### src/rtl/single_step_pkg.sv
// Constants for the single-step interrupt logic.
// Assumes a single 40 MHz system clock and synchronous reset.
package single_step_pkg;
	// ==========================================
	// Port decode
	localparam logic [7:0] STEP_PORT_FIRST = 8'h0c;
	localparam logic [7:0] STEP_PORT_LAST  = 8'h0f;
	// ==========================================
	// Encoder and bus widths
	localparam int         IRQ_LINES       = 8;
	localparam int         DATA_W          = 8;
	localparam logic [7:0] RESTART_OPCODE  = 8'hc7;
	// ==========================================
	// Reset values
	localparam logic       ARM_Q_RESET     = 1'b1;
	localparam logic       STAGE_RESET     = 1'b0;
	localparam logic       SYNC_RESET      = 1'b0;
	localparam logic       STRB_N_RESET    = 1'b1;
	// ==========================================
	// Qualifier bit positions (either one may be wired)
	localparam int         QUAL_BIT_PRIMARY = 5;
	localparam int         QUAL_BIT_ALT     = 6;
endpackage

### src/rtl/single_step_intr.sv
// Single-step interrupt logic with vectored-interrupt priority encoder.
// Assumes CPU strobes arrive asynchronously and are synchronised here.
// Assumes port address and I/O-cycle flag come from logic on the same clock.
// Assumes strobe pulses stay low and high for at least two clocks each.
// Each strobe is acted on about three clocks after it reaches its pin.
// Address and I/O-cycle flag must still stand when the strobe is acted on.
`timescale 1ns/1ps
module single_step_intr
	import single_step_pkg::*;
#(
	parameter int          QUAL_BIT = QUAL_BIT_PRIMARY
) (
	input  wire logic              i_clk,
	input  wire logic              i_reset_n,
	input  wire logic              i_power_on_clear,
	input  wire logic [7:0]        i_port_addr,
	input  wire logic              i_io_cycle,
	input  wire logic              i_write_strobe_n,
	input  wire logic              i_status_strobe_n,
	input  wire logic              i_data_in_strobe_n,
	input  wire logic              i_int_acknowledge_status,
	input  wire logic [DATA_W-1:0] i_data_bus,
	input  wire logic [IRQ_LINES-1:0] i_irq_lines,
	output logic                   o_cpu_int,
	output logic                   o_step_int_req,
	output logic                   o_step_armed,
	output logic                   o_encoder_enable,
	output logic [DATA_W-1:0]      o_restart_opcode
);
	// ==========================================
	// Parameter check
	// Only the two qualifier positions are served
	if (QUAL_BIT != QUAL_BIT_PRIMARY && QUAL_BIT != QUAL_BIT_ALT) begin : qual_bit_check
		$error("QUAL_BIT must select bit 5 or bit 6");
	end

	// ==========================================
	// Synchronisers
	logic [4:0] sync1_r;
	logic [4:0] sync2_r;
	logic [4:0] prev_r;
	logic [DATA_W-1:0] data_s1_r;
	logic [DATA_W-1:0] data_s2_r;
	logic [IRQ_LINES-1:0] irq_s1_r;
	logic [IRQ_LINES-1:0] irq_s2_r;
	logic [4:0] async_in;
	// Strobe group packed for one capture chain
	assign async_in = {i_write_strobe_n, i_status_strobe_n, i_data_in_strobe_n,
		i_int_acknowledge_status, i_power_on_clear};

	// Idle levels of the strobe group: strobes high, levels low
	localparam logic [4:0] CTRL_IDLE = {STRB_N_RESET, STRB_N_RESET, STRB_N_RESET, SYNC_RESET, SYNC_RESET};

	// Two-flop capture of strobes, acknowledge and clear
	always_ff @(posedge i_clk) begin
		if (!i_reset_n) begin
			sync1_r <= CTRL_IDLE;
			sync2_r <= CTRL_IDLE;
		end else begin
			sync1_r <= async_in;
			sync2_r <= sync1_r;
		end
	end

	// One-cycle history of the settled strobe group
	always_ff @(posedge i_clk) begin
		if (!i_reset_n) begin
			prev_r <= CTRL_IDLE; // No false edge out of reset
		end else begin
			prev_r <= sync2_r;
		end
	end

	// Two-flop capture of the data bus
	always_ff @(posedge i_clk) begin
		if (!i_reset_n) begin
			data_s1_r <= '0;
			data_s2_r <= '0;
		end else begin
			data_s1_r <= i_data_bus;
			data_s2_r <= data_s1_r;
		end
	end

	// Two-flop capture of the interrupt lines
	always_ff @(posedge i_clk) begin
		if (!i_reset_n) begin
			irq_s1_r <= '0;
			irq_s2_r <= '0;
		end else begin
			irq_s1_r <= i_irq_lines;
			irq_s2_r <= irq_s1_r;
		end
	end

	// ==========================================
	// Edge events
	// Edges seen between history and second stage, one cycle wide
	logic wr_fall;
	logic stat_fall;
	logic din_rise;
	logic int_acknowledge_status_s;
	logic poc_s;
	logic port_hit;
	assign wr_fall   = prev_r[4] && !sync2_r[4];
	assign stat_fall = prev_r[3] && !sync2_r[3];
	assign din_rise  = !prev_r[2] && sync2_r[2];
	assign int_acknowledge_status_s    = sync2_r[1];
	assign poc_s     = sync2_r[0];
	// Address held stable by CPU during write
	assign port_hit  = i_io_cycle && i_port_addr >= STEP_PORT_FIRST
		&& i_port_addr <= STEP_PORT_LAST;

	// ==========================================
	// Arm flip-flop, inverted output kept
	// High: counter enabled and encoder disabled; low: idle
	// A port write wins over an acknowledge landing in the same cycle
	logic arm_q_n_r;
	always_ff @(posedge i_clk) begin
		if (!i_reset_n || poc_s) begin
			arm_q_n_r <= ARM_Q_RESET;
		end else if (port_hit && wr_fall) begin
			arm_q_n_r <= 1'b1;
		end else if (din_rise && int_acknowledge_status_s) begin
			arm_q_n_r <= 1'b0;
		end
	end

	// ==========================================
	// Step counter and interrupt flip-flop
	// First stage toggles per qualified strobe; its high-to-low turn sets the request
	// Disarming holds both in reset, so every arming counts from zero
	logic stage1_r;
	logic int_ff_r;
	always_ff @(posedge i_clk) begin
		if (!i_reset_n || !arm_q_n_r) begin
			stage1_r <= STAGE_RESET;
			int_ff_r <= STAGE_RESET;
		end else if (stat_fall && data_s2_r[QUAL_BIT]) begin
			stage1_r <= !stage1_r;
			if (stage1_r)
				int_ff_r <= 1'b1;
		end
	end

	// ==========================================
	// Priority encoder, highest line wins
	// Index of the highest active line, zero when none is active
	function automatic logic [2:0] encode(input logic [IRQ_LINES-1:0] lines);
		logic [2:0] idx;
		idx = '0;
		for (int i = 0; i < IRQ_LINES; i++) begin
			if (lines[i])
				idx = 3'(i);
		end
		return idx;
	endfunction

	// Encoder request, suppressed while armed
	logic enc_req;
	assign enc_req = (|irq_s2_r) && !arm_q_n_r;

	// ==========================================
	// Registered outputs
	// Processor interrupt input: encoder request or step request
	always_ff @(posedge i_clk) begin
		if (!i_reset_n) begin
			o_cpu_int <= 1'b0;
		end else begin
			o_cpu_int <= enc_req || int_ff_r;
		end
	end

	// Single-step request as seen outside
	always_ff @(posedge i_clk) begin
		if (!i_reset_n) begin
			o_step_int_req <= STAGE_RESET;
		end else begin
			o_step_int_req <= int_ff_r;
		end
	end

	// Arm state, one clock behind the arm flip-flop, same reset value
	always_ff @(posedge i_clk) begin
		if (!i_reset_n) begin
			o_step_armed <= ARM_Q_RESET;
		end else begin
			o_step_armed <= arm_q_n_r;
		end
	end

	// Encoder enable, low while armed
	always_ff @(posedge i_clk) begin
		if (!i_reset_n) begin
			o_encoder_enable <= !ARM_Q_RESET;
		end else begin
			o_encoder_enable <= !arm_q_n_r;
		end
	end

	// Restart instruction of the highest active line
	always_ff @(posedge i_clk) begin
		if (!i_reset_n) begin
			o_restart_opcode <= RESTART_OPCODE;
		end else begin
			o_restart_opcode <= RESTART_OPCODE | {2'b00, encode(irq_s2_r), 3'b000};
		end
	end
endmodule

### config.mk
export PLATFORM = sky130hd
export DESIGN_NAME = single_step_intr
export DESIGN_NICKNAME = d
export VERILOG_FILES = /design/src/rtl/single_step_pkg.sv /design/src/rtl/single_step_intr.sv
export SDC_FILE = /design/constraint.sdc
export NUM_CORES = 1
export LEC_CHECK = 0
export ABC_CLOCK_PERIOD_IN_PS = 3100
export BUFFER_PORTS_ARGS = -buffer_cell sky130_fd_sc_hd__clkbuf_2
export CAP_MARGIN = 20
export CORE_MARGIN = 1.5
export CORE_UTILIZATION = 51
export CTS_BUF_LIST = sky130_fd_sc_hd__clkbuf_4 sky130_fd_sc_hd__clkbuf_8 sky130_fd_sc_hd__clkbuf_16
export DETAILED_ROUTE_END_ITERATION = 10
export GPL_TIMING_DRIVEN = 1
export PLACE_DENSITY = 0.81
export SLEW_MARGIN = 30
export SYNTH_ARGS = -nofsm -noshare
export SYNTH_HDL_FRONTEND = slang
export SYNTH_SLANG_ARGS = --single-unit
### constraint.sdc
create_clock -name i_clk -period 3.1 [get_ports i_clk]
set_clock_uncertainty 0.1 [all_clocks]
set_input_delay 0.465 -clock i_clk [delete_from_list [all_inputs] [get_ports i_clk]]
set_output_delay 0.465 -clock i_clk [all_outputs]
set_load 0.1 [all_outputs]
# == Yosys cells after proc, flatten, opt, wreduce, memory -nomap -nowiden ==
# Index checks and enable logic that the tools add are counted.
# op_classes
reduce_logical,21
div_mod_pow,0
n_lt_le_gt_ge,2
multipliers,0
n_bitwise,0
n_mux,7
eq_ne,0
n_addsub,0
shift,0
# ops
op,count
2-to-1 mux 3 bit,6
logical AND 1 bit,9
"greater-or-equal comparator 8 x 4 -> 1 bit, second input constant",1
"less-or-equal comparator 8 x 4 -> 1 bit, second input constant",1
OR reduction 8 bit,1
logical NOT 1 bit,6
logical OR 1 bit,3
AND reduction 2 bit,1
OR reduction 2 bit,1
2-to-1 mux 1 bit,1
# word_totals
memories,0
latch_bits,0
elab_cells,46
reg_bits,58
rom_bits,0
ram_bits,0
output_inout_bits,12

# == Depth between registers and ports, before layout ==
# logic_depth
depth_word,7
ltp_mapped,4
depth_no_buf,4

# == Worst setup path before layout ==
# Ideal clock, no wire load.
# synth_path
path_kind,register to output
from,register o_cpu_int
to,output o_cpu_int
stages_incl_launch_ff,1
slack_ps,1626
required_ps,2535
arrival_time_ps,909
path_cell_list,dfxtp_1
# synth_lines
item,line,text
from (decl),single_step_intr.sv:24,"output logic o_cpu_int,"
from (signal assigned),single_step_intr.sv:170,o_cpu_int <= enc_req || int_ff_r;
# No word-level cell between the ends.

# == Worst setup path in the final report ==
# layout_path
from,register o_cpu_int
to,output o_cpu_int
# No word-level cell between the ends.

==> flow_summary_export.csv <==
group,metric,value,unit
floorplan,dieHeight,52.6,µm
setup_path,crit_buf_inv,1,
sta,final_max_slew_viol_count,0,
floorplan,rows,17,
route,ant_nets,0,
cts,postCtsSetupBuffers,0,
route,drt-pass1-iter-count,4,
place,dp_hpwl,1.22,mm
setup_path,worst_ep_arrival_time,1110,ps
synth,yosysSeqAreaShare,65.3,%
final_layout,final_util,65.2,%
global_route,antenna_found_initial,0,
sta,fmax,599,MHz
floorplan,die_area,2770,µm²
setup_path,r2r_cells,3,
final_layout,layout_commonest_cell,"dfxtp_1",
sta,relSlewSlack,64.0,%
synth,yosysUniqueCellTypes,24,
cts,cts_hold_buffers,0,
synth,ys_ff_latch,41,
sta,worstMarginPinSlew,540,ps
sta,grt_setup_unrepaired,"false",
power,power.density,672,nW/µm²
cts,ctsResizeCount,0,
route,route.detailed.drc,0,
setup_path,crit_required,2530,ps
setup_path,cp_slowest_cell,"clkbuf_2",
synth,netlist_area,1260,µm²
floorplan,ioPinCount,44,
sta,tns,0,ps
outcome,status,"finished, final reports clean",
cts,ctsRootBufferMaster,"clkbuf_4",
final_layout,drive_gt1_share,26.9,%
sta,hold_violations,0,
cts,cts_buffers,5,
cts,clock_latency,330,ps
setup_path,crit_fanout,1,
sta,finalSetupViolations,0,
final_layout,layout_common_cells,"dfxtp_1, clkbuf_2, and2_1",
synth,synth.avg_cell_area,11.1,µm²
sta,period_share,53.9,%
final_layout,fillerInstances,194,
cts,cts_tree,"yes",
floorplan,start_util,55.2,%
cts,htree_levels,2,
cts,numClockSinks,41,
place,numPortBuffers,29,
route,wl,1.70,mm
synth,synth_ff_type,"dfxtp_1",
setup_path,endpoint_kind,"output port",
synth,synthCells,113,
sta,period_needed,1670,ps
synth,async_flop_share,0,%
setup_path,crit_path_max_incr_delay,450,ps
setup_path,cp_num_cells,1,
final_layout,fin_cells,173,
run,max_cap_violations,0,
global_route,grt_pass1_vias,695,
global_route,grt_pass1_wl,2.88,mm
global_route,grt_max_degree,39,
final_layout,num-nets-final,176,
final_layout,area_growth,18.1,%
cts,cts.path.max_buffers,2,
power,p_leak,0.000664,µW
final_layout,antennaDiodeCount,0,
power,ir_drop,0.421,mV
floorplan,core-area,2280,µm²
global_route,grt_usage,15.3,%
route,avgRoutedWirePerCell,9.80,µm
place,dp.cells,165,
hold_path,hold_path_class,"in2reg",
setup_path,cp-start-kind,"flop",
floorplan,die_width,52.6,µm
global_route,grt_overflow,0,
route,first_iter_violations,12,
hold_path,hold_depth,2,
route,vias_per_cell,4.52,
route,via_count,782,
cts,clk_pin_slew,110,ps
synth,ys_warn_count,0,
setup_path,crit_type,"reg2out",
synth,synth-edff-count,0,
place,place_congestion,0.705,
setup_path,crit_chain,"clkbuf_2",
setup_path,crit_family,"buffers and inverters",
synth_stat cells (2+ instances only):
master / count / area share (%)
nand4b_1: 2 / 1.4
and2_1: 23 / 11
nor2_1: 4 / 1.2
nand2_1: 4 / 1.2
nor3_1: 2 / 0.80
nand2b_1: 8 / 4.0
o21ai_0: 3 / 1.2
dfxtp_1: 41 / 65
buf_4: 5 / 3.0
nor2b_1: 2 / 1.0
inv_1: 3 / 0.90
a21oi_1: 2 / 0.80
buf_2: 3 / 1.2
per-stage QoR:
| step | hold slack, ps | total power [µW] | instance area (µm²) | setup slack [ps] |
|---|---|---|---|---|
| finish | 203 | 997 | 1480 | 1430 |
| global route | 180 | 1040 | 1480 | 1380 |
| CTS | 189 | 1010 | 1480 | 1410 |
| detailed placement | 292 | 659 | 1400 | 1470 |
| global placement | 289 | 656 | 1400 | 1510 |
| floorplan | 286 | 644 | 1270 | 1630 |
state kept, by name (all words and copies together) (netlist names):
register          flops
arm_q_n_r             1
data_s1_r             1
data_s2_r             1
int_ff_r              1
irq_s1_r              8
irq_s2_r              8
o_cpu_int             1
o_encoder_enable      1
o_restart_opcode      3
o_step_armed          1
o_step_int_req        1
prev_r                3
stage1_r              1
sync1_r               5
sync2_r               5
report_power, final:
group / internal, µW / switching [µW] / total [µW]
registers: 548 / 6.93 / 555
clock network: 192 / 159 / 350
logic: 26.1 / 65.5 / 91.6
total: 766 / 231 / 997
metal layers:
layer  GRT usage (%)  vias to the layer above  wire length, µm
met4            10.3                        0               40
li1                -                      411                -
met1            16.2                      334              682
met3            6.86                        5              131
met5               0                        -                0
met2            24.2                       32              842
cell families (layout without fill, tap and decap cells):
kind of cell,Yosys count,count (layout),synth area share (%)
AND/OR/NAND/NOR,50,50,24.5
flip-flops,41,41,65.3
buffers and inverters,12,40,5.38
AO/OA/AOI/OAI,9,9,4.48
other,1,5,0.299
final cells by class:
| cell class | instances | area, µm² | share of cell area (%) |
|---|---|---|---|
| Clock buffer | 6 | 51.3 | 3.46 |
| Clock inverter | 2 | 37.5 | 2.53 |
| Inverter | 3 | 11.3 | 0.759 |
| Multi-Input combinational cell | 64 | 383 | 25.8 |
| Sequential cell | 41 | 821 | 55.3 |
| Tap cell | 28 | 35.0 | 2.36 |
| Timing Repair Buffer | 29 | 145 | 9.78 |
final timing paths:
path	from	endpoint	slack, ps
min	i_write_strobe_n	sync1_r[4]$_SDFF_PN1_	200
min reg2reg	sync1_r[2]$_SDFF_PN1_	sync2_r[2]$_SDFF_PN1_	320
max	o_cpu_int$_SDFF_PN0_	o_cpu_int	1430
max reg2reg	irq_s2_r[4]$_SDFF_PN0_	o_cpu_int$_SDFF_PN0_	1890
Power figures use the tool's default switching activity.
